**src/core/pcx_regs.svh**
```systemverilog
// register addresses, field positions, reset values and pin roles of the port expander
`ifndef PCX_REGS_SVH
`define PCX_REGS_SVH

`define PCX_NUM_PINS      16
`define PCX_ADDR_W        8
`define PCX_ADDR_DIN      8'h00
`define PCX_ADDR_RISE     8'h01
`define PCX_ADDR_FALL     8'h02
`define PCX_ADDR_DOUT     8'h03
`define PCX_ADDR_OEN      8'h04
`define PCX_ADDR_ACFG     8'h05
`define PCX_ADDR_PMA      8'h06
`define PCX_ADDR_PMB      8'h07
`define PCX_ADDR_ADC      8'h08
`define PCX_RST_VAL       16'h0000
`define PCX_ACFG_WMASK    16'hf7e0
`define PCX_PM_WMASK      16'hffc0
`define PCX_ACFG_ADC_BIT  15
`define PCX_ACFG_OC3_BIT  14
`define PCX_ACFG_OC2_BIT  13
`define PCX_ACFG_OC1_BIT  12
`define PCX_ACFG_M2_BIT   9
`define PCX_ACFG_M1_BIT   8
`define PCX_PIN_PMB       4
`define PCX_PIN_CMP1      7
`define PCX_PIN_CMP3      8
`define PCX_PIN_CMP2      9
`define PCX_PIN_PMA       10
`define PCX_PIN_CMPIN     15
`define PCX_KIND_INPUT    1'b0
`define PCX_KIND_ADC      1'b1

`endif

```
**src/core/pcx_pkg.sv**
```systemverilog
// types shared by the port expander modules
package pcx_pkg;
	typedef enum logic [1:0] {
		PCX_IDLE      = 2'b00,
		PCX_WAIT_CTRL = 2'b01,
		PCX_SEND      = 2'b11
	} pcx_tx_state_type;
endpackage : pcx_pkg

```
**src/core/pcx_port_io.sv**
```systemverilog
// port side of the bus-linked expander: register file, capture, transmit sequencing, pin muxing
//
// Summary of operation
// - sixteen pins, each configured over the bus
// - remote poll answered with input register frame
// - selected pin edges send input frame unprompted
// - write frame loads output data register
// - output bit driven only when enable set
// - byte one address, bytes two-three contents
// - writes to read-only registers discarded
// - conversion result supplied over the link
// - analog function per pin from configuration
// - first transmit pin pulls low when dominant
// - second drives high; floats recessive/mode two
// - internal oscillator: reset pin active high
// - external oscillator: select pin is reset_n
// - external oscillator: pin zero is clock
// - pins zero-three sampled as identifier; bit zero reads 0 in external mode
// - pulse outputs b on pin four, a ten
// - comparator outputs on pins seven, eight, nine
// - pin fifteen comparator in, feedback out extra
// - input snapshot taken after control field sent
// - outputs update once frame checked valid
// - rise/fall enables combine per pin
// - sign-on frame after calibration completes
`include "pcx_regs.svh"
`timescale 1ns/1ps
`default_nettype none
module pcx_port_io #(
	parameter int N = `PCX_NUM_PINS
) (
	input  wire logic                  clk,                    // system clock, 100 MHz
	input  wire logic                  rst_b,                  // async reset, active low
	input  wire logic [N-1:0]          port_in,                // raw pin levels
	output logic      [N-1:0]          port_out,               // pin drive values
	output logic      [N-1:0]          port_oe,                // pin drive enables
	input  wire logic                  rx_valid,               // checked frame pulse
	input  wire logic                  rx_remote,              // frame is a remote poll
	input  wire logic [7:0]            rx_byte1,               // register address
	input  wire logic [7:0]            rx_byte2,               // contents high byte
	input  wire logic [7:0]            rx_byte3,               // contents low byte
	input  wire logic                  calibrated,             // bit timing calibrated pulse
	output logic                       tx_req,                 // frame wanted
	output logic                       tx_kind,                // 0 input frame, 1 result
	output logic      [15:0]           tx_data,                // frame contents
	input  wire logic                  tx_ctrl_sent,           // control field sent pulse
	input  wire logic                  tx_done,                // frame finished pulse
	input  wire logic                  tx_dominant,            // engine bit is dominant
	input  wire logic                  bus_mode2,              // bus mode 2 active
	output logic                       bus_tx_pull_low_o,      // first transmit pin value
	output logic                       bus_tx_pull_low_oe,     // first transmit pin enable
	output logic                       bus_tx_drive_high_o,    // second transmit pin value
	output logic                       bus_tx_drive_high_oe,   // second transmit pin enable
	input  wire logic                  ext_osc_strap,          // oscillator mode strap
	input  wire logic                  reset_pin,              // dedicated reset pin
	input  wire logic                  osc_select_or_reset_n,  // mode select / reset pin
	output logic                       dev_reset,              // device reset request
	output logic                       port_zero_or_clock,     // pin zero routed as clock
	output logic      [3:0]            id_bits,                // identifier bits
	input  wire logic                  pulse_mod_out_a,        // pulse generator a
	input  wire logic                  pulse_mod_out_b,        // pulse generator b
	input  wire logic [2:0]            cmp_in,                 // comparators 1,2,3
	input  wire logic                  conv_feedback,          // converter feedback source
	output logic                       converter_feedback_out, // extra feedback pin
	output logic                       conv_cmp_in,            // pin fifteen to converter
	output logic      [15:0]           analog_cfg,             // analog configuration
	output logic      [15:0]           pm_a_level,             // pulse a setting
	output logic      [15:0]           pm_b_level,             // pulse b setting
	output logic                       adc_start,              // conversion start pulse
	input  wire logic                  adc_done,               // conversion finished pulse
	input  wire logic [9:0]            adc_result              // conversion result
);
	import pcx_pkg::*;

	////////////////////////////////////////////////////////////////////////////////
	// pin and strap synchronisation

	logic [N-1:0] pin_s;
	logic [1:0]   rst_s;
	logic         ext_osc_r, strap_done_r;

	pcx_pin_sync #(.W(N)) u_pin_sync (
		.clk      (clk),
		.rst_b    (rst_b),
		.pin_in   (port_in),
		.stable_o (pin_s)
	);

	pcx_pin_sync #(.W(2)) u_rst_sync (
		.clk      (clk),
		.rst_b    (rst_b),
		.pin_in   ({osc_select_or_reset_n, reset_pin}),
		.stable_o (rst_s)
	);

	// strap is caught on the first clock after release, never under reset
	always_ff @(posedge clk or negedge rst_b) begin
		if (!rst_b) begin
			ext_osc_r    <= 1'b0;
			strap_done_r <= 1'b0;
		end else if (!strap_done_r) begin
			ext_osc_r    <= ext_osc_strap;
			strap_done_r <= 1'b1;
		end
	end

	pcx_bus_drv u_bus_drv (
		.clk                  (clk),
		.rst_b                (rst_b),
		.tx_dominant          (tx_dominant),
		.bus_mode2            (bus_mode2),
		.ext_osc              (ext_osc_r),
		.reset_pin_s          (rst_s[0]),
		.osc_sel_s            (rst_s[1]),
		.bus_tx_pull_low_o    (bus_tx_pull_low_o),
		.bus_tx_pull_low_oe   (bus_tx_pull_low_oe),
		.bus_tx_drive_high_o  (bus_tx_drive_high_o),
		.bus_tx_drive_high_oe (bus_tx_drive_high_oe),
		.dev_reset_o          (dev_reset)
	);

	// pin zero is the clock in external mode, so it leaves the identifier
	assign port_zero_or_clock = ext_osc_r;
	assign id_bits = {pin_s[3:1], pin_s[0] & !ext_osc_r};
	assign converter_feedback_out = conv_feedback;
	assign conv_cmp_in = pin_s[`PCX_PIN_CMPIN];

	////////////////////////////////////////////////////////////////////////////////
	// register file written by checked frames

	logic [15:0]  rise_r, fall_r, dout_r, oen_r, acfg_r, pma_r, pmb_r;
	logic [15:0]  rise_nxt, fall_nxt, dout_nxt, oen_nxt, acfg_nxt, pma_nxt, pmb_nxt;
	logic [15:0]  wr_val;
	logic         wr;
	logic         adc_clear;

	assign wr     = rx_valid && !rx_remote;
	assign wr_val = {rx_byte2, rx_byte3};

	// unknown and read-only addresses fall through with nothing changed
	always_comb begin
		rise_nxt = rise_r;
		fall_nxt = fall_r;
		dout_nxt = dout_r;
		oen_nxt  = oen_r;
		acfg_nxt = acfg_r;
		pma_nxt  = pma_r;
		pmb_nxt  = pmb_r;
		if (adc_clear) begin
			acfg_nxt[`PCX_ACFG_ADC_BIT] = 1'b0;
		end
		if (wr) begin
			case (rx_byte1)
				`PCX_ADDR_RISE: rise_nxt = wr_val;
				`PCX_ADDR_FALL: fall_nxt = wr_val;
				`PCX_ADDR_DOUT: dout_nxt = wr_val;
				`PCX_ADDR_OEN:  oen_nxt  = wr_val;
				`PCX_ADDR_ACFG: acfg_nxt = wr_val & `PCX_ACFG_WMASK;
				`PCX_ADDR_PMA:  pma_nxt  = wr_val & `PCX_PM_WMASK;
				`PCX_ADDR_PMB:  pmb_nxt  = wr_val & `PCX_PM_WMASK;
				default: ;
			endcase
		end
	end

	// device reset pin clears the configuration like a power-up
	always_ff @(posedge clk or negedge rst_b) begin
		if (!rst_b) begin
			rise_r <= `PCX_RST_VAL;
			fall_r <= `PCX_RST_VAL;
			dout_r <= `PCX_RST_VAL;
			oen_r  <= `PCX_RST_VAL;
			acfg_r <= `PCX_RST_VAL;
			pma_r  <= `PCX_RST_VAL;
			pmb_r  <= `PCX_RST_VAL;
		end else if (dev_reset) begin
			rise_r <= `PCX_RST_VAL;
			fall_r <= `PCX_RST_VAL;
			dout_r <= `PCX_RST_VAL;
			oen_r  <= `PCX_RST_VAL;
			acfg_r <= `PCX_RST_VAL;
			pma_r  <= `PCX_RST_VAL;
			pmb_r  <= `PCX_RST_VAL;
		end else begin
			rise_r <= rise_nxt;
			fall_r <= fall_nxt;
			dout_r <= dout_nxt;
			oen_r  <= oen_nxt;
			acfg_r <= acfg_nxt;
			pma_r  <= pma_nxt;
			pmb_r  <= pmb_nxt;
		end
	end

	assign analog_cfg = acfg_r;
	assign pm_a_level = pma_r;
	assign pm_b_level = pmb_r;
	// one pulse per write with the start bit set, even if it is already set
	assign adc_start  = wr && rx_byte1 == `PCX_ADDR_ACFG && wr_val[`PCX_ACFG_ADC_BIT] && !dev_reset;

	////////////////////////////////////////////////////////////////////////////////
	// pin drive: data or alternate function, always gated by the enable

	logic [N-1:0] pout_r, pout_nxt, poe_r, poe_nxt;

	always_comb begin
		pout_nxt = dout_r;
		if (acfg_r[`PCX_ACFG_M1_BIT]) pout_nxt[`PCX_PIN_PMB] = pulse_mod_out_b;
		if (acfg_r[`PCX_ACFG_M2_BIT]) pout_nxt[`PCX_PIN_PMA] = pulse_mod_out_a;
		if (acfg_r[`PCX_ACFG_OC1_BIT]) pout_nxt[`PCX_PIN_CMP1] = cmp_in[0];
		if (acfg_r[`PCX_ACFG_OC2_BIT]) pout_nxt[`PCX_PIN_CMP2] = cmp_in[1];
		if (acfg_r[`PCX_ACFG_OC3_BIT]) pout_nxt[`PCX_PIN_CMP3] = cmp_in[2];
		poe_nxt = oen_r;
	end

	always_ff @(posedge clk or negedge rst_b) begin
		if (!rst_b) begin
			pout_r <= '0;
			poe_r  <= '0;
		end else begin
			pout_r <= pout_nxt;
			poe_r  <= poe_nxt;
		end
	end

	assign port_out = pout_r;
	assign port_oe  = poe_r;

	////////////////////////////////////////////////////////////////////////////////
	// edge capture and transmit sequencing

	logic [N-1:0]     prev_r;
	logic             edge_hit;
	logic             in_pend_r, in_pend_nxt, adc_pend_r, adc_pend_nxt;
	logic             kind_r, kind_nxt;
	logic [15:0]      data_r, data_nxt;
	logic [9:0]       res_r, res_nxt;
	pcx_tx_state_type st_r, st_nxt;

	// per-pin enables pick rising, falling or both
	assign edge_hit = |((pin_s & ~prev_r & rise_r[N-1:0]) | (~pin_s & prev_r & fall_r[N-1:0]));

	// the snapshot waits for the control field so inputs have time to settle
	always_comb begin
		st_nxt       = st_r;
		kind_nxt     = kind_r;
		data_nxt     = data_r;
		res_nxt      = adc_done ? adc_result : res_r;
		adc_clear    = 1'b0;
		// new requests win over the clear of the same cycle
		in_pend_nxt  = in_pend_r;
		adc_pend_nxt = adc_pend_r;
		unique case (st_r)
			PCX_IDLE: begin
				if (in_pend_r) begin
					st_nxt      = PCX_WAIT_CTRL;
					kind_nxt    = `PCX_KIND_INPUT;
					in_pend_nxt = 1'b0;
				end else if (adc_pend_r) begin
					st_nxt       = PCX_WAIT_CTRL;
					kind_nxt     = `PCX_KIND_ADC;
					adc_pend_nxt = 1'b0;
				end
			end
			PCX_WAIT_CTRL: begin
				if (tx_ctrl_sent) begin
					st_nxt   = PCX_SEND;
					data_nxt = (kind_r == `PCX_KIND_ADC) ? {res_r, 6'h00} : pin_s;
				end
			end
			PCX_SEND: begin
				if (kind_r == `PCX_KIND_INPUT) data_nxt = pin_s;
				if (tx_done) begin
					st_nxt    = PCX_IDLE;
					adc_clear = (kind_r == `PCX_KIND_ADC);
				end
			end
		endcase
		if ((rx_valid && rx_remote) || edge_hit || calibrated) in_pend_nxt = 1'b1;
		if (adc_done) adc_pend_nxt = 1'b1;
	end

	always_ff @(posedge clk or negedge rst_b) begin
		if (!rst_b) begin
			st_r       <= PCX_IDLE;
			prev_r     <= '0;
			in_pend_r  <= 1'b0;
			adc_pend_r <= 1'b0;
			kind_r     <= `PCX_KIND_INPUT;
			data_r     <= '0;
			res_r      <= '0;
		end else begin
			st_r       <= st_nxt;
			prev_r     <= pin_s;
			in_pend_r  <= in_pend_nxt;
			adc_pend_r <= adc_pend_nxt;
			kind_r     <= kind_nxt;
			data_r     <= data_nxt;
			res_r      <= res_nxt;
		end
	end

	assign tx_req  = (st_r != PCX_IDLE);
	assign tx_kind = kind_r;
	assign tx_data = data_r;
endmodule : pcx_port_io
`default_nettype wire

```
**src/core/pcx_pin_sync.sv**
```systemverilog
// three-stage pin synchroniser with agreement filter
`timescale 1ns/1ps
`default_nettype none
module pcx_pin_sync #(
	parameter int W = 16
) (
	input  wire logic         clk,       // system clock
	input  wire logic         rst_b,     // async reset, active low
	input  wire logic [W-1:0] pin_in,    // raw pin levels
	output logic      [W-1:0] stable_o   // level accepted once stages agree
);
	logic [W-1:0] s1_r, s2_r, s3_r, st_r, st_nxt;

	// a bit changes only when stages two and three agree; stage one feeds stage two only
	always_comb begin
		st_nxt = st_r;
		for (int i = 0; i < W; i++) begin
			if (s2_r[i] == s3_r[i]) begin
				st_nxt[i] = s3_r[i];
			end
		end
	end

	always_ff @(posedge clk or negedge rst_b) begin
		if (!rst_b) begin
			s1_r <= '0;
			s2_r <= '0;
			s3_r <= '0;
			st_r <= '0;
		end else begin
			s1_r <= pin_in;
			s2_r <= s1_r;
			s3_r <= s2_r;
			st_r <= st_nxt;
		end
	end

	assign stable_o = st_r;
endmodule : pcx_pin_sync
`default_nettype wire

```
**src/core/pcx_bus_drv.sv**
```systemverilog
// bus transmit pin drivers and device reset source selection
`timescale 1ns/1ps
`default_nettype none
module pcx_bus_drv (
	input  wire logic clk,                  // system clock
	input  wire logic rst_b,                // async reset, active low
	input  wire logic tx_dominant,          // protocol engine sends dominant bit
	input  wire logic bus_mode2,            // bus mode 2 active
	input  wire logic ext_osc,              // latched oscillator mode
	input  wire logic reset_pin_s,          // synced dedicated reset pin
	input  wire logic osc_sel_s,            // synced mode-select / reset pin
	output logic      bus_tx_pull_low_o,    // first transmit pin value
	output logic      bus_tx_pull_low_oe,   // first transmit pin enable
	output logic      bus_tx_drive_high_o,  // second transmit pin value
	output logic      bus_tx_drive_high_oe, // second transmit pin enable
	output logic      dev_reset_o           // device-level reset request
);
	logic pl_oe_r, pl_oe_nxt, dh_oe_r, dh_oe_nxt, dr_r, dr_nxt;

	// open-drain style: only the dominant level is ever driven
	always_comb begin
		pl_oe_nxt = tx_dominant;
		dh_oe_nxt = tx_dominant && !bus_mode2;
		// pin polarity depends on oscillator mode
		dr_nxt = ext_osc ? !osc_sel_s : reset_pin_s;
	end

	always_ff @(posedge clk or negedge rst_b) begin
		if (!rst_b) begin
			pl_oe_r <= 1'b0;
			dh_oe_r <= 1'b0;
			dr_r    <= 1'b0;
		end else begin
			pl_oe_r <= pl_oe_nxt;
			dh_oe_r <= dh_oe_nxt;
			dr_r    <= dr_nxt;
		end
	end

	assign bus_tx_pull_low_o    = 1'b0;
	assign bus_tx_pull_low_oe   = pl_oe_r;
	assign bus_tx_drive_high_o  = 1'b1;
	assign bus_tx_drive_high_oe = dh_oe_r;
	assign dev_reset_o          = dr_r;
endmodule : pcx_bus_drv
`default_nettype wire

```
**config.mk**
```make
export PLATFORM = sky130hd
export DESIGN_NAME = pcx_port_io
export DESIGN_NICKNAME = d
export VERILOG_FILES = /design/src/core/pcx_pkg.sv /design/src/core/pcx_port_io.sv /design/src/core/pcx_pin_sync.sv /design/src/core/pcx_bus_drv.sv
export VERILOG_INCLUDE_DIRS = /design/src /design/src/core
export SDC_FILE = /design/constraint.sdc
export NUM_CORES = 1
export LEC_CHECK = 0
export BUFFER_PORTS_ARGS = -buffer_cell sky130_fd_sc_hd__buf_2
export CAP_MARGIN = 10
export CORE_MARGIN = 2
export CORE_UTILIZATION = 50
export CTS_BUF_LIST = sky130_fd_sc_hd__clkbuf_4 sky130_fd_sc_hd__clkbuf_8 sky130_fd_sc_hd__clkbuf_16
export DETAILED_ROUTE_END_ITERATION = 10
export GPL_TIMING_DRIVEN = 0
export PLACE_DENSITY = 0.77
export SYNTH_ARGS = -nofsm -noshare
export SYNTH_HDL_FRONTEND = slang
export SYNTH_HIERARCHICAL = 1
export SYNTH_SLANG_ARGS = --single-unit
```
**constraint.sdc**
```tcl
create_clock -name clk -period 2.2 [get_ports clk]
set_input_delay 0.22 -clock clk [delete_from_list [all_inputs] [get_ports clk]]
set_output_delay 0.22 -clock clk [all_outputs]
set_load 0.02 [all_outputs]
```
Word level (Yosys, flattened, before mapping) --
Cells that the tools add are included.
Operators by class: equal/unequal tests 32, mux-type cells 46, bitwise logic cells 8, reductions and logical operators 39
Operators by type and width (count):
- 16-bit 2-to-1 mux | 24
- 16-bit AND | 4
- 8-bit by 3-bit == test with 1-bit output, second input constant | 4
- 16-bit NOT | 2
- 16-bit one-hot mux with 2 select lines | 1
- 2-bit nonzero test | 13
- 1-bit == test | 18
- 2-bit AND reduction | 9
- 8-bit by 2-bit == test with 1-bit output, second input constant | 2
- 1-bit 2-to-1 mux | 16
- 16-bit bitwise OR | 1
- 16-bit OR reduction | 1
- 8-bit by 1-bit == test with 1-bit output, second input constant | 1
- 2-bit 2-to-1 mux | 4
- 2-bit inequality test, second input constant | 4
- 1-bit logical AND | 6
- 2-bit one-hot mux with 3 select lines | 1
- 3-bit AND reduction | 2
- 1-bit zero test | 5
- 3-bit inequality test, second input constant | 1
- 2-bit by 1-bit == test with 1-bit output, second input constant | 1
- 2-bit == test, second input constant | 1
- 2-bit zero test | 1
- 1-bit logical OR | 2
- 1-bit AND | 1
Storage, ports and cells: register bits after elaboration 268, bits of input ports 69, output and inout bits 111, logic and storage cells 171

Logic depth before layout (Yosys ltp) --
depth in word-level cells 8, gate-level depth with buffers 6, depth with buffers taken out 4

Hierarchy --
Netlist, hierarchy kept.
Modules (own cells, without submodules):
- pcx_port_io | instances 1, cells an instance 558, area each 6961.7 µm², seq. area each 4379.2 µm²
- pcx_pin_sync (u_pin_sync) | instances 1, cells an instance 80, area each 1781.7 µm², seq. area each 1601.5 µm²
- pcx_pin_sync (u_rst_sync) | instances 1, cells an instance 10, area each 222.7 µm², seq. area each 200.2 µm²
- pcx_bus_drv | instances 1, cells an instance 10, area each 112.6 µm², seq. area each 75.1 µm²

Worst setup path after synthesis --
Ideal clock, no wire load.
path type input to output, start input port rx_byte1[5], end output port adc_start, data arrival time 2.077 ns, required time 1.980 ns, path slack -0.097 ns, stages 4, buffers on the path 1, path through or4_4 -> or4_1 -> buf_2 -> nor3b_1
Between the ends: cells in the longest elaborated chain, start to end 4
Ends and longest elaborated chain:
- start: declaration | line pcx_port_io.sv:39 | input wire logic [7:0] rx_byte1,
- 8-bit by 3-bit == test with 1-bit output
- 1-bit logical AND (no source line)
- 1-bit logical AND (2 in a row) | line pcx_port_io.sv:199 | assign adc_start = wr && rx_byte1 == `PCX_ADDR_ACFG && wr_val[`PCX_ACFG_ADC_BIT] && !dev_reset;
- end: declaration | line pcx_port_io.sv:69 | output logic adc_start,
No other way between the ends.

Worst setup path after layout --
start input port rx_byte1[6], end output port adc_start
Same word-level chain as after synthesis.

==> impl_metrics.toml <==
[outcome]
status = "completed"

[detailed_routing]
drc_errors = 0
wl_per_cell_um = 17.1
vias_per_cell = 4.97
totalWireLength_um = 19800
dr.pass1.iters = 4
num_vias = 5745
ant_nets = 0
drtIter0Drc = 311

[floorplan]
die_height_um = 139
die_area_um2 = 19300
io_pins = 180
std_cell_rows = 49
die_w_um = 139
core_area_um2 = 17900
initial_core_util = 0.507

[synth]
yosysTopAreaCell = "dfrtp_1"
synth_area_per_cell_um2 = 13.8
synth_cells = 658
syn_area_um2 = 9080
yosysSeqAreaShare = 0.689
yosysUniqueCellTypes = 37
synth-seq-cells = 250
yosysWarnings = 6
yosysTopAreaCellShare = 0.689
synth_top_flop_cell = "dfrtp_1"
synthTopCellsByArea = "dfrtp_1 69%, mux2i_1 11%, nor2_1 4.0%, maj3_2 2.2%, mux2_2 2.0%"
synth_edf_count = 0
async_reset_ff_frac = 1.00

[place]
dp_cells = 1064
place_hpwl_um = 12800
place_ws_ns = -0.191
port_buffers = 158
gp_congestion = 0.828

[timing]
setup_violations = 0
tightest_slew_ns = 0.778
finalCritPeriodShare = 0.979
skew_ns = 0.0123
max-slew-margin-rel = 0.480
fin_ws_ns = 0.0472
timing.hold.ws_ns = 0.0202
slew_viol_final = 0
layout_min_cycle_time_ns = 2.15
hold_viol = 0
fmax_mhz = 465
setup-tns-final_ns = 0

[final_layout]
diodes = 0
finish.utilization = 0.653
synthToLayoutAreaGrowth_pct = 28.7
fin_cells = 1157
nets = 979
drive_gt1_frac = 0.303

[critical_path]
critical_path_required_ns = 1.98
worst-setup-path-type = "input port to output pin"
path_cells = "buf_6, or4_4, or4_4, buf_12, nor3b_4, buf_6"
worstPathArrival_ns = 1.93
slowest_delay_ns = 0.55
crit_fanout = 5
end_kind = "output pin"
cp_slowest_cell = "or4_4"
timing.critical_path.buf_inv = 3
cp_num_cells = 6
reg2reg_depth = 5
cpLargestDelayFamily = "simple AND/OR/NAND/NOR gates"
start_kind = "input port"

[grt]
track_usage = 0.208
grt-ovfl-total = 0
antenna_found_initial = 0
grt_pass1_wl_um = 32200
grt_pass1_vias = 5865
grt_max_degree = 127

[min_path]
hold_depth = 3
min_path_type = "input port to flop"

[clock_tree]
cts_tree = "yes"
numCtsBuffers = 25
insertion_delay_ns = 0.51
h-tree-depth = 1
clk_pin_slew_ns = 0.06
cts.sinks = 250
cts_root_buffer = "clkbuf_16"
clockBufferDepth = 3

[power]
powerDensity_nw_per_um2 = 941
leakagePower_nw = 5.98
ir_drop_v = 0.000762

[run]
drv_cap = 0
[Yosys cell counts (2+ instances only)]
| library cell | number |
|---|---|
| nor4b_1 | 2 |
| conb_1 | 4 |
| nand4b_1 | 2 |
| buf_4 | 23 |
| nand2_1 | 33 |
| mux2_2 | 16 |
| buf_2 | 3 |
| buf_6 | 2 |
| nor2_1 | 96 |
| mux2i_1 | 104 |
| clkbuf_1 | 19 |
| a21oi_1 | 4 |
| inv_1 | 4 |
| nor3_1 | 3 |
| maj3_2 | 18 |
| nor2b_1 | 4 |
| o22ai_1 | 2 |
| nand3b_1 | 22 |
| nand4_1 | 6 |
| nor4_1 | 2 |
| or4_1 | 2 |
| o21ai_0 | 23 |
| dfrtp_1 | 250 |
[layer usage]
layer,vias to the layer above,global-route usage,share of wire
met5,-,0,0
met4,0,0.0346,0.0095
met3,17,0.0352,0.067
met2,205,0.332,0.46
met1,2833,0.311,0.46
li1,2690,-,-
[worst paths after layout]
check	start	end	slack, ns
worst max-delay path	rx_byte1[6]	adc_start	0.05
max in group asynchronous	rst_b	u_pin_sync/stable_o[14]	0.85
worst max register to register	st_r[1]	tx_data[1]	0.33
worst min-delay path	rx_byte3[1]	dout_r[1]	0.02
min in group asynchronous	rst_b	port_out[5]	0.35
worst min register to register	u_pin_sync/s1_r[12]	u_pin_sync/s2_r[12]	0.35
[stage by stage]
stage / total power [mW] / cell area (um2)
after floorplan: 5.93 / 9150
after global placement: 6.51 / 10200
after detailed placement: 6.56 / 10300
after CTS: 11.1 / 11600
after global routing: 11.5 / 11700
final: 11.0 / 11700
[layout by cell type, fill, tap and decap left out, types with 2 or more instances in the layout]
| master | n |
|---|---|
| mux2_2 | 16 |
| buf_4 | 32 |
| nor4_1 | 2 |
| maj3_2 | 18 |
| o21ai_0 | 23 |
| nand4_1 | 6 |
| nand2_1 | 33 |
| nand3b_1 | 22 |
| clkbuf_1 | 18 |
| clkinv_2 | 6 |
| dlygate4sd3_1 | 40 |
| nor2b_1 | 4 |
| buf_2 | 156 |
| bufinv_16 | 4 |
| buf_6 | 5 |
| o22ai_1 | 2 |
| nor2_1 | 96 |
| nor4b_1 | 2 |
| or4_4 | 2 |
| nor3_1 | 3 |
| buf_12 | 2 |
| buf_16 | 2 |
| clkbuf_16 | 25 |
| clkbuf_4 | 2 |
| mux2i_1 | 104 |
| inv_1 | 4 |
| conb_1 | 21 |
| nand4b_1 | 2 |
| dfrtp_1 | 250 |
| a21oi_1 | 4 |
| clkbuf_8 | 6 |
| clkinvlp_4 | 2 |
[power breakdown]
group          internal (mW)  switching [mW]
Combinational          0.498           0.903
Sequential              4.90           0.226
Clock                   2.78            1.69
Total                   8.18            2.82
[layout make-up]
cell class              instances  area [um2]
inverters                       4        15.0
clock buffers                  33         723
well taps                     229         287
flip-flops and latches        250        6260
clock inverters                12         165
plain buffers                  47         313
multi-input cells             373        2580
fillers                      1337        6220
repair buffers                209        1340
[worst register-to-register path: cells and delay by family (launching register included)]
family,cells,cell delay [ns]
compound gates,2,0.60
buf+inv,2,0.59
flops,1,0.36
simple gates,1,0.17
[cells by family after synthesis]
group | synth area share
AO/OA/AOI/OAI | 0.0200
adder cells (fa/ha/maj) | 0.0223
other | 0.00165
buffers and inverters | 0.0349
flip-flops | 0.689
multiplexers | 0.135
AND/OR/NAND/NOR | 0.0976
[timing repair]
action / 4_1_cts / 5_1_grt
hold buffers: 40 / 0
cloned: 0 / 0
buffers inserted: 0 / 9
setup endpoints to repair: 1 / 2
pin swaps: 1 / 3
resized for setup: 7 / 3
endpoints found under the hold margin: 162 / 0
(Power assumes the default switching activity.)
